<file path="src/smrid_pkg.sv">
// Package with constants, command codes and carrier types of the serial memory block
package smrid_pkg;
	// Core clock period in nanoseconds
	localparam int CLK_PERIOD_NS = 20;
	// Wake recovery time in microseconds
	localparam int WAKE_RECOVERY_TIME_US = 400;
	// Wake recovery in core cycles, least time so rounded up
	localparam int WAKE_REC_CYC = (WAKE_RECOVERY_TIME_US * 1000 + CLK_PERIOD_NS - 1) / CLK_PERIOD_NS;
	// Address range
	localparam logic [16:0] ADDR_TOP = 17'h1FFFF;
	localparam logic [16:0] ADDR_BASE = 17'h00000;
	// Command codes
	localparam logic [7:0] READ_CMD_DEFAULT = 8'h03;
	localparam logic [7:0] FAST_READ_CMD = 8'h0B;
	localparam logic [7:0] SLEEP_CMD = 8'hB9;
	localparam logic [7:0] IDENTITY_QUERY_CMD = 8'h9F;
	localparam logic [7:0] SERIAL_QUERY_CMD = 8'hC3;
	// Last byte indexes of each phase
	localparam logic [3:0] ADDR_LAST = 4'h2;
	localparam logic [3:0] ID_LAST = 4'h8;
	localparam logic [3:0] SN_LAST = 4'h7;
	// Last bit index within a byte
	localparam logic [2:0] BIT_LAST = 3'h7;
	// Customer field when none is assigned
	localparam logic [15:0] SN_CUST_DEFAULT = 16'h0000;
	// Check value generator
	localparam logic [7:0] CRC_POLY = 8'h07;
	localparam logic [7:0] CRC_INIT = 8'h00;
	// Byte sent when the memory has not delivered
	localparam logic [7:0] IDLE_FILL = 8'hFF;
	// Synchroniser reset: select high, clock low, data low, pause released
	localparam logic [3:0] PINS_RST = 4'h9;

	// Bus pins sampled together
	typedef struct packed {
		logic cs_n;
		logic sck;
		logic si;
		logic pause_n;
	} smrid_pins_t;

	// Memory read request
	typedef struct packed {
		logic rd;
		logic [16:0] addr;
	} smrid_memreq_t;

	// Check byte over seven bytes, first byte in the top bits
	function automatic logic [7:0] crc8_calc(input logic [55:0] d);
		logic [7:0] c;
		c = CRC_INIT;
		for (int i = 6; i >= 0; i--)
		begin
			c = c ^ d[i * 8 +: 8];
			for (int b = 0; b < 8; b++)
				c = c[7] ? ({c[6:0], 1'b0} ^ CRC_POLY) : {c[6:0], 1'b0};
		end
		return c;
	endfunction
endpackage

</file>
<file path="src/smrid_buf.sv">
// Small valid/ready buffer between the memory port and the output shifter
module smrid_buf #(
	parameter int W = 8,
	parameter int DEPTH = 2
)(
	input wire logic core_clk_i,
	input wire logic rst_n_i,
	input wire logic flush_i,
	input wire logic in_valid_i,
	output logic in_ready_o,
	input wire logic [W-1:0] in_data_i,
	output logic out_valid_o,
	input wire logic out_ready_i,
	output logic [W-1:0] out_data_o
);
	localparam int PW = (DEPTH > 1) ? $clog2(DEPTH) : 1;
	// Storage and pointers
	logic [W-1:0] mem [DEPTH];
	logic [W-1:0] next_mem [DEPTH];
	logic [PW-1:0] wr_ptr, next_wr_ptr, rd_ptr, next_rd_ptr;
	logic [PW:0] count, next_count;
	logic next_in_ready;
	logic push, pop;

	assign out_valid_o = count != '0;
	assign out_data_o = mem[rd_ptr];

	// Next pointers, count and ready
	always_comb
	begin
		push = in_valid_i & in_ready_o;
		pop = out_valid_o & out_ready_i;
		next_mem = mem;
		next_wr_ptr = wr_ptr;
		next_rd_ptr = rd_ptr;
		next_count = count;
		if (flush_i)
		begin
			// Drop everything on a frame edge
			next_wr_ptr = '0;
			next_rd_ptr = '0;
			next_count = '0;
		end
		else
		begin
			if (push)
			begin
				next_mem[wr_ptr] = in_data_i;
				next_wr_ptr = (wr_ptr == PW'(DEPTH - 1)) ? '0 : wr_ptr + 1'b1;
			end
			if (pop)
				next_rd_ptr = (rd_ptr == PW'(DEPTH - 1)) ? '0 : rd_ptr + 1'b1;
			next_count = count + (PW + 1)'(push) - (PW + 1)'(pop);
		end
		// Ready is registered so it reaches the source from a flop
		next_in_ready = next_count != (PW + 1)'(DEPTH);
	end

	// Registers
	always_ff @(posedge core_clk_i)
	begin
		mem <= next_mem;
		if (!rst_n_i)
		begin
			wr_ptr <= '0;
			rd_ptr <= '0;
			count <= '0;
			in_ready_o <= 1'b1;
		end
		else
		begin
			wr_ptr <= next_wr_ptr;
			rd_ptr <= next_rd_ptr;
			count <= next_count;
			in_ready_o <= next_in_ready;
		end
	end
endmodule

</file>
<file path="src/smrid_sync.sv">
// Two-flop synchroniser for pins from outside the core clock domain
module smrid_sync #(
	parameter int W = 1,
	parameter logic [W-1:0] RST_VAL = '0
)(
	input wire logic core_clk_i,
	input wire logic rst_n_i,
	input wire logic [W-1:0] d_i,
	output logic [W-1:0] q_o
);
	// First stage, read only by the second
	logic [W-1:0] meta;

	// Two stages
	always_ff @(posedge core_clk_i)
	begin
		if (!rst_n_i)
		begin
			meta <= RST_VAL;
			q_o <= RST_VAL;
		end
		else
		begin
			meta <= d_i;
			q_o <= meta;
		end
	end
endmodule

</file>
<file path="src/smrid_top.sv">
// Device-side serial command logic: reads, identity, serial number, pause and sleep
// Function
// - Read command, 17-bit address, then data
// - Serial input ignored while data returns
// - Address advances per byte, wraps at top
// - Data bytes shifted out MSB first
// - Select rising ends read, output released
// - Fast read code also starts a read
// - Fast read adds one ignored byte
// - Pause low at clock low freezes transfer
// - Pause high at clock low resumes transfer
// - Sleep command then select rise sleeps
// - Asleep: clock, input ignored, output off
// - Select fall wakes, recovery keeps output off
// - Identity command returns maker then product
// - Six continuation bytes then maker byte
// - Product bytes pack family, density, sub, revision
// - Serial query returns eight-byte serial number
// - Customer, unique value, check byte layout
// - Unassigned customer field reads zero
// - Serial bytes highest first, check last
module smrid_top #(
	parameter logic [7:0] READ_CODE = smrid_pkg::READ_CMD_DEFAULT, // Plain read code
	parameter int WAKE_CYC = smrid_pkg::WAKE_REC_CYC, // Wake recovery cycles
	parameter logic [7:0] ID_CONT = 8'h5A, // Continuation byte, arbitrary value
	parameter logic [7:0] ID_MAKER = 8'hA5, // Maker byte, arbitrary value
	parameter logic [2:0] ID_FAMILY = 3'h2, // Family code, arbitrary value
	parameter logic [4:0] ID_DENSITY = 5'h03, // Density code, arbitrary value
	parameter logic [1:0] ID_SUB = 2'h1, // Sub code, arbitrary value
	parameter logic [2:0] ID_REV = 3'h1, // Revision, arbitrary value
	parameter logic [15:0] SN_CUSTOMER = smrid_pkg::SN_CUST_DEFAULT, // Customer field
	parameter logic [39:0] SN_UNIQUE = 40'h0123456789 // Unique value, arbitrary
)(
	input wire logic core_clk_i,
	input wire logic rst_n_i,
	input wire logic cs_n_i,
	input wire logic sck_i,
	input wire logic si_i,
	input wire logic pause_n_i,
	output logic so_o,
	output logic so_oe_o,
	output smrid_pkg::smrid_memreq_t mem_req_o,
	input wire logic mem_valid_i,
	input wire logic [7:0] mem_data_i,
	output logic mem_ready_o,
	output logic asleep_o
);
	localparam int RW = $clog2(WAKE_CYC + 1);
	localparam logic [RW-1:0] REC_LAST = RW'(WAKE_CYC - 1);
	// Identity response, first byte in the top bits
	localparam logic [71:0] ID_VEC = {{6{ID_CONT}}, ID_MAKER, ID_FAMILY, ID_DENSITY,
		ID_SUB, ID_REV, 3'h0};
	// Serial number with its check byte last
	localparam logic [55:0] SN_HEAD = {SN_CUSTOMER, SN_UNIQUE};
	localparam logic [63:0] SN_VEC = {SN_HEAD, smrid_pkg::crc8_calc(SN_HEAD)};

	// Transaction states
	typedef enum logic [3:0] {
		ST_IDLE, ST_CMD, ST_ADDR, ST_DUMMY, ST_DATA, ST_IGNORE, ST_SLEEP, ST_WAKE
	} smrid_state_t;

	smrid_pkg::smrid_pins_t pins_raw, pins; // Raw and synchronised pins
	smrid_state_t st, next_st; // Transaction state
	logic sck_q, cs_q; // Previous synchronised clock and select
	logic held, next_held; // Transfer paused
	logic [2:0] bit_cnt, next_bit_cnt; // Input bit index
	logic [3:0] byte_cnt, next_byte_cnt; // Address or table byte index
	logic [6:0] sh_in, next_sh_in; // Input shifter
	logic [7:0] cmd, next_cmd; // Command of this frame
	logic [16:0] addr, next_addr; // Next address to fetch
	logic [7:0] sh_out, next_sh_out; // Output shifter
	logic [2:0] obit, next_obit; // Output bit index
	logic drv, next_drv; // Output is being driven
	logic sleep_arm, next_sleep_arm; // Sleep command seen
	logic [RW-1:0] rec_cnt, next_rec_cnt; // Recovery counter
	logic next_so, next_so_oe, next_asleep;
	smrid_pkg::smrid_memreq_t next_req;
	logic sck_rise, sck_fall, cs_rise, cs_fall, rise_e, fall_e;
	logic [7:0] byte_in, ld_byte, buf_data;
	logic [16:0] addr_in, fetch_addr;
	logic is_read, do_fetch, pop, buf_valid, ld_msb;

	// Pins pass two flops before use
	assign pins_raw = '{cs_n: cs_n_i, sck: sck_i, si: si_i, pause_n: pause_n_i};
	smrid_sync #(.W(4), .RST_VAL(smrid_pkg::PINS_RST)) u_sync (
		.core_clk_i(core_clk_i),
		.rst_n_i(rst_n_i),
		.d_i(pins_raw),
		.q_o(pins)
	);

	// Memory bytes wait here so a slow shifter loses none
	smrid_buf #(.W(8), .DEPTH(2)) u_buf (
		.core_clk_i(core_clk_i),
		.rst_n_i(rst_n_i),
		.flush_i(cs_rise | cs_fall),
		.in_valid_i(mem_valid_i & is_read & (st == ST_DATA)),
		.in_ready_o(mem_ready_o),
		.in_data_i(mem_data_i),
		.out_valid_o(buf_valid),
		.out_ready_i(pop),
		.out_data_o(buf_data)
	);

	// Edges of the sampled link clock and select
	assign sck_rise = pins.sck & ~sck_q;
	assign sck_fall = ~pins.sck & sck_q;
	assign cs_rise = pins.cs_n & ~cs_q;
	assign cs_fall = ~pins.cs_n & cs_q;
	// Clock edges count only while selected and not paused
	assign rise_e = sck_rise & ~held & ~pins.cs_n;
	assign fall_e = sck_fall & ~held & ~pins.cs_n;
	assign byte_in = {sh_in, pins.si};
	assign addr_in = {addr[15:0], pins.si};
	assign is_read = (cmd == READ_CODE) || (cmd == smrid_pkg::FAST_READ_CMD);
	assign ld_msb = ld_byte[7];

	// Source of the next output byte
	always_comb
	begin
		if (is_read)
			ld_byte = buf_valid ? buf_data : smrid_pkg::IDLE_FILL;
		else if (cmd == smrid_pkg::IDENTITY_QUERY_CMD)
			ld_byte = ID_VEC[8 * (8 - int'(byte_cnt)) +: 8];
		else
			ld_byte = SN_VEC[8 * (7 - int'(byte_cnt)) +: 8];
	end

	// Next state of the transaction, shifters and counters
	always_comb
	begin
		next_st = st;
		next_held = held;
		next_bit_cnt = bit_cnt;
		next_byte_cnt = byte_cnt;
		next_sh_in = sh_in;
		next_cmd = cmd;
		next_addr = addr;
		next_sh_out = sh_out;
		next_obit = obit;
		next_drv = drv;
		next_sleep_arm = sleep_arm;
		next_rec_cnt = rec_cnt;
		next_so = so_o;
		next_req = '{rd: 1'b0, addr: mem_req_o.addr};
		do_fetch = 1'b0;
		fetch_addr = addr;
		pop = 1'b0;
		// Pause follows its pin only while the clock is low
		if (!pins.sck)
			next_held = !pins.pause_n;
		if (st == ST_SLEEP)
		begin
			// Only select is watched
			if (cs_fall)
			begin
				next_st = ST_WAKE;
				next_rec_cnt = '0;
			end
		end
		else if (st == ST_WAKE)
		begin
			// Recovery on the core clock; a frame in progress is ignored
			if (rec_cnt == REC_LAST)
				next_st = pins.cs_n ? ST_IDLE : ST_IGNORE;
			else
				next_rec_cnt = rec_cnt + 1'b1;
		end
		else if (cs_rise)
		begin
			// Frame end: stop output, maybe sleep
			next_st = sleep_arm ? ST_SLEEP : ST_IDLE;
			next_drv = 1'b0;
			next_sleep_arm = 1'b0;
		end
		else if (cs_fall)
		begin
			// Fresh command byte each frame
			next_st = ST_CMD;
			next_bit_cnt = '0;
			next_byte_cnt = '0;
			next_obit = '0;
			next_drv = 1'b0;
			next_cmd = '0;
		end
		else
		begin
			unique case (st)
				ST_CMD:
				begin
					if (rise_e)
					begin
						next_sh_in = byte_in[6:0];
						next_bit_cnt = bit_cnt + 1'b1;
						if (bit_cnt == smrid_pkg::BIT_LAST)
						begin
							next_cmd = byte_in;
							if (byte_in == READ_CODE || byte_in == smrid_pkg::FAST_READ_CMD)
								next_st = ST_ADDR;
							else if (byte_in == smrid_pkg::IDENTITY_QUERY_CMD ||
								byte_in == smrid_pkg::SERIAL_QUERY_CMD)
								next_st = ST_DATA;
							else
							begin
								// Unknown codes idle out the frame
								next_st = ST_IGNORE;
								next_sleep_arm = byte_in == smrid_pkg::SLEEP_CMD;
							end
						end
					end
				end
				ST_ADDR:
				begin
					// Three address bytes, low 17 bits kept
					if (rise_e)
					begin
						next_addr = addr_in;
						next_bit_cnt = bit_cnt + 1'b1;
						if (bit_cnt == smrid_pkg::BIT_LAST)
						begin
							next_byte_cnt = byte_cnt + 1'b1;
							if (byte_cnt == smrid_pkg::ADDR_LAST)
							begin
								if (cmd == smrid_pkg::FAST_READ_CMD)
									next_st = ST_DUMMY;
								else
								begin
									next_st = ST_DATA;
									do_fetch = 1'b1;
									fetch_addr = addr_in;
								end
							end
						end
					end
				end
				ST_DUMMY:
				begin
					// Eight ignored clocks before data
					if (rise_e)
					begin
						next_bit_cnt = bit_cnt + 1'b1;
						if (bit_cnt == smrid_pkg::BIT_LAST)
						begin
							next_st = ST_DATA;
							do_fetch = 1'b1;
						end
					end
				end
				ST_DATA:
				begin
					// Serial input not looked at here
					if (fall_e)
					begin
						next_obit = obit + 1'b1;
						if (obit == 3'h0)
						begin
							next_so = ld_byte[7];
							next_sh_out = {ld_byte[6:0], 1'b0};
							next_drv = 1'b1;
							if (is_read)
							begin
								pop = buf_valid;
								do_fetch = 1'b1;
							end
							else if (byte_cnt == ((cmd == smrid_pkg::IDENTITY_QUERY_CMD) ?
								smrid_pkg::ID_LAST : smrid_pkg::SN_LAST))
								next_byte_cnt = '0;
							else
								next_byte_cnt = byte_cnt + 1'b1;
						end
						else
						begin
							next_so = sh_out[7];
							next_sh_out = {sh_out[6:0], 1'b0};
						end
					end
				end
				default:
				begin
					// Idle and ignore wait for select
				end
			endcase
		end
		// Fetch one byte and advance with wrap
		if (do_fetch)
		begin
			next_req = '{rd: 1'b1, addr: fetch_addr};
			next_addr = (fetch_addr == smrid_pkg::ADDR_TOP) ? smrid_pkg::ADDR_BASE :
				fetch_addr + 17'h1;
		end
		next_so_oe = next_drv & ~next_held;
		next_asleep = (next_st == ST_SLEEP) || (next_st == ST_WAKE);
	end

	// Registers
	always_ff @(posedge core_clk_i)
	begin
		if (!rst_n_i)
		begin
			st <= ST_IDLE;
			sck_q <= 1'b0;
			cs_q <= 1'b1;
			held <= 1'b0;
			bit_cnt <= '0;
			byte_cnt <= '0;
			sh_in <= '0;
			cmd <= '0;
			addr <= '0;
			sh_out <= '0;
			obit <= '0;
			drv <= 1'b0;
			sleep_arm <= 1'b0;
			rec_cnt <= '0;
			so_o <= 1'b0;
			so_oe_o <= 1'b0;
			mem_req_o <= '0;
			asleep_o <= 1'b0;
		end
		else
		begin
			st <= next_st;
			sck_q <= pins.sck;
			cs_q <= pins.cs_n;
			held <= next_held;
			bit_cnt <= next_bit_cnt;
			byte_cnt <= next_byte_cnt;
			sh_in <= next_sh_in;
			cmd <= next_cmd;
			addr <= next_addr;
			sh_out <= next_sh_out;
			obit <= next_obit;
			drv <= next_drv;
			sleep_arm <= next_sleep_arm;
			rec_cnt <= next_rec_cnt;
			so_o <= next_so;
			so_oe_o <= next_so_oe;
			mem_req_o <= next_req;
			asleep_o <= next_asleep;
		end
	end
endmodule

</file>
<file path="config.mk">
export PLATFORM = sky130hd
export DESIGN_NAME = smrid_top
export DESIGN_NICKNAME = d
export VERILOG_FILES = /design/src/smrid_pkg.sv /design/src/smrid_buf.sv /design/src/smrid_sync.sv /design/src/smrid_top.sv
export SDC_FILE = /design/constraint.sdc
export NUM_CORES = 1
export LEC_CHECK = 0
export ABC_AREA = 1
export BUFFER_PORTS_ARGS = -buffer_cell sky130_fd_sc_hd__buf_4
export CELL_PAD_IN_SITES_DETAIL_PLACEMENT = 1
export CELL_PAD_IN_SITES_GLOBAL_PLACEMENT = 1
export CORE_MARGIN = 1.5
export CORE_UTILIZATION = 45
export CTS_CLUSTER_DIAMETER = 150
export DETAILED_ROUTE_END_ITERATION = 12
export PLACE_DENSITY = 0.87
export RECOVER_POWER = 50
export SLEW_MARGIN = 20
export SYNTH_ARGS = -nofsm -noshare
export SYNTH_HDL_FRONTEND = slang
export SYNTH_SLANG_ARGS = --single-unit
</file>
<file path="constraint.sdc">
create_clock -name core_clk_i -period 3.9 [get_ports core_clk_i]
set_input_delay 0.975 -clock core_clk_i [delete_from_list [all_inputs] [get_ports core_clk_i]]
set_output_delay 0.975 -clock core_clk_i [all_outputs]
set_load 0.05 [all_outputs]
</file>
==> results.sh <==
export IMPL_setup_ws_ns=0.322
export IMPL_die_area_sq_um=15300
export IMPL_skew_ns=0.0120
export IMPL_slew_headroom_pct=-51.1
export IMPL_required_ns=4.25
export IMPL_async_flop_share_pct=0
export IMPL_initial_core_util_pct=46.6
export IMPL_rr_startpoint="u_sync.q_o[3]"
export IMPL_drc=0
export IMPL_postCtsSetupBuffers=0
export IMPL_cts_num_sinks=123
export IMPL_nFillCells=1816
export IMPL_powerDensity_nw_per_um2=407
export IMPL_p_sw_uw=831
export IMPL_yosys_area_top_type="dfxtp_1"
export IMPL_synth_area_leaders="dfxtp_1 33%, nand2_1 9.7%, edfxtp_1 7.3%"
export IMPL_portBuffers=36
export IMPL_grt_pass1_wl_um=32000
export IMPL_synth_seq_cells=123
export IMPL_internal_power_uw=2200
export IMPL_tightestPinTransition_ns=2.27
export IMPL_io_pins=37
export IMPL_layout_nets=968
export IMPL_seqPwrFrac_pct=43.1
export IMPL_antenna_found_initial=0
export IMPL_peakVddDrop_mv=0.303
export IMPL_layout_min_cycle_time_ns=3.58
export IMPL_p_comb_share_pct=4.6
export IMPL_firstDrtPassIters=5
export IMPL_worstHoldStart="u_sync.meta[1]"
export IMPL_grt_usage_pct=27.1
export IMPL_grt_pass1_vias=6539
export IMPL_grt_start_max_net_pins=53
export IMPL_netlist_top_cells_count="170 x nand2_1, 107 x dfxtp_1, 98 x inv_1"
export IMPL_syn_mean_instance_area_sq_um=7.26
export IMPL_status="complete, but fails checks"
export IMPL_fmax_mhz=279
export IMPL_endpoint="addr[7]"
export IMPL_core_area_sq_um=14000
export IMPL_drive_gt1_share_pct=11.3
export IMPL_r2r_end="addr[7]"
export IMPL_ff_latch_area_sq_um=2620
export IMPL_dp_hpwl_um=13500
export IMPL_htreeDepth=4
export IMPL_min_period_over_period_pct=91.7
export IMPL_endpoint_kind="flop"
export IMPL_arrival_ns=3.93
export IMPL_preCtsSetupSlack_ns=0.298
export IMPL_yosysMostFrequentCell="nand2_1"
export IMPL_violations="max-capacitance violations, max-slew violations"
export IMPL_setup_worst_path_start_class="flop"
export IMPL_grt_setup_unrepaired="false"
export IMPL_drt_iter0_markers=381
export IMPL_ant_nets=0
export IMPL_placementRows=43
export IMPL_clk_root_buffer_cell="clkbuf_16"
export IMPL_cts_buffers=17
export IMPL_p_sw_share_pct=27.4
export IMPL_worstSkewPairLatency_ns=0.44
export IMPL_post_drt_wl_per_cell_um=17.3
export IMPL_synth_cells=902
export IMPL_synth_distinct_cells=48
export IMPL_cts_tree="done"
export IMPL_cts_repair_resized=0
export IMPL_rrSetupSlack_ns=0.32
export IMPL_hold_viol_final=0
export IMPL_ys_warn_count=0
export IMPL_drv_slew=53
export IMPL_die_x_um=124
export IMPL_r2r_cells=20
export IMPL_overflow=0
export IMPL_path_clk_slew_ns=0.06
export IMPL_setup_viol=0
export IMPL_antenna_cells=0
export IMPL_drv_cap=1
export IMPL_vias=6405
export IMPL_clkPwrFrac_pct=52.3
export IMPL_synth_top_flop_cell="dfxtp_1"
export IMPL_synth_edf_count=16
export IMPL_cts_buffer_depth=2
export IMPL_min_path_type="flop to flop"
export IMPL_crit_type="flop to flop"
export IMPL_setup_tns_final_ns=0
export IMPL_gp_congestion=0.902
export IMPL_holdPathStages=2
export IMPL_synth_top_area_share_pct=32.7
export IMPL_postLayoutCoreUtil_pct=53.1
export IMPL_ctsHoldBuffers=0
export IMPL_area_growth_pct=13.9
export IMPL_synth_area_sq_um=6550
export IMPL_worstSetupStartpoint="u_sync.q_o[3]"
export IMPL_drt_total_wl_um=19600
export IMPL_die_h_um=124
export IMPL_path_max_fanout=19
export IMPL_power_leakage_uw=0.00295
export IMPL_syn_nets=931
export IMPL_via_per_inst=5.66
export IMPL_multi_input_area_sq_um=3370
export IMPL_yosysSeqAreaShare_pct=40.1
## area by class of cell
class                           instances  area share, %
Multi-Input combinational cell        643           45.1
Clock buffer                           17           5.70
Timing Repair Buffer                   47           3.27
Tap cell                              180           3.02
Inverter                              107           5.39
Clock inverter                         15           2.33
Sequential cell                       123           35.2
## state kept, by name, indices dropped and copies added, names as in the netlist, 4 cells and up
register	count
addr	17
byte_cnt	4
cmd	8
mem_req_o	18
rec_cnt	15
sh_in	7
sh_out	7
st	4
u_buf.mem	16
u_sync.meta	4
u_sync.q_o	4
## worst max-delay path, stage by stage, from the launching register on
cell     delay (ns)
dfxtp_1        0.42
inv_1          0.12
ha_1           0.24
nor2_2         0.24
nand2_4        0.11
nor2_8         0.23
nand3_4        0.26
nand2_1        0.14
nand2_1        0.11
ha_1           0.23
nand2_1        0.15
nor2_4         0.07
nand2_2        0.10
inv_2          0.06
nand4_1        0.09
nor2_1         0.06
ha_1           0.24
nor2_4         0.18
buf_4          0.18
nand3_1        0.08
a21oi_1        0.16
## metrics by stage
| step | hold WS, ns | instance area [sq um] | std cells | total power (uW) |
|---|---|---|---|---|
| floorplan | 0.390 | 6550 | 902 | 1430 |
| global placement | 0.393 | 6950 | 1097 | 1470 |
| detailed placement | 0.418 | 6950 | 1097 | 1470 |
| CTS | 0.433 | 7550 | 1129 | 3050 |
| global route | 0.456 | 7460 | 1132 | 3120 |
| finish | 0.428 | 7460 | 1132 | 3030 |
## placed cells by master, fill, tap and decap left out, drive strengths merged, types with 2 or more instances in the layout
master / instances
nand3: 55
o21bai: 2
o21ai: 87
xor2: 6
a21oi: 74
a31oi: 15
nand3b: 2
edfxtp: 16
clkinv: 8
nor2: 108
nor3: 22
clkbuf: 51
o211ai: 3
nor4: 3
nand4: 29
nand2: 188
dfxtp: 107
or2: 7
xnor2: 2
a211oi: 17
buf: 13
inv: 114
ha: 14
a22oi: 2
## routing by layer
metal  up-vias  GRT usage (%)  part of all wire [%]
met5         -              0                     0
met4         0           9.41                   1.7
met3        27           4.95                   3.0
met2       113           45.9                    49
met1      3147           34.5                    46
li1       3118              -                     -
## worst min-delay path by stage
stage                     slack, ns            end
after floorplan                0.39  u_sync.q_o[1]
after global placement         0.39  u_sync.q_o[1]
after detailed placement       0.42  u_sync.q_o[1]
after CTS                      0.43  u_sync.q_o[1]
after global routing           0.46  u_sync.q_o[1]
final                          0.43  u_sync.q_o[1]
## power by group through the flow
stage / registers (uW) / clock network, uW / logic [uW]
after floorplan: 1330 / 0 / 94.5
after global placement: 1340 / 0 / 132
after detailed placement: 1340 / 0 / 137
after CTS: 1310 / 1600 / 140
after global routing: 1310 / 1650 / 155
final: 1310 / 1590 / 139
## kinds of logic after synthesis
family,Yosys count,synth area share (%)
AOI/OAI and AO/OA,204,17.5
xor gates and xnor gates,8,1.07
adders and majority gates,14,2.68
buffers and inverters,136,8.50
DFF,123,40.1
muxes,1,0.172
and+or+nand+nor,416,30.0
Power figures use the tool's default switching activity.
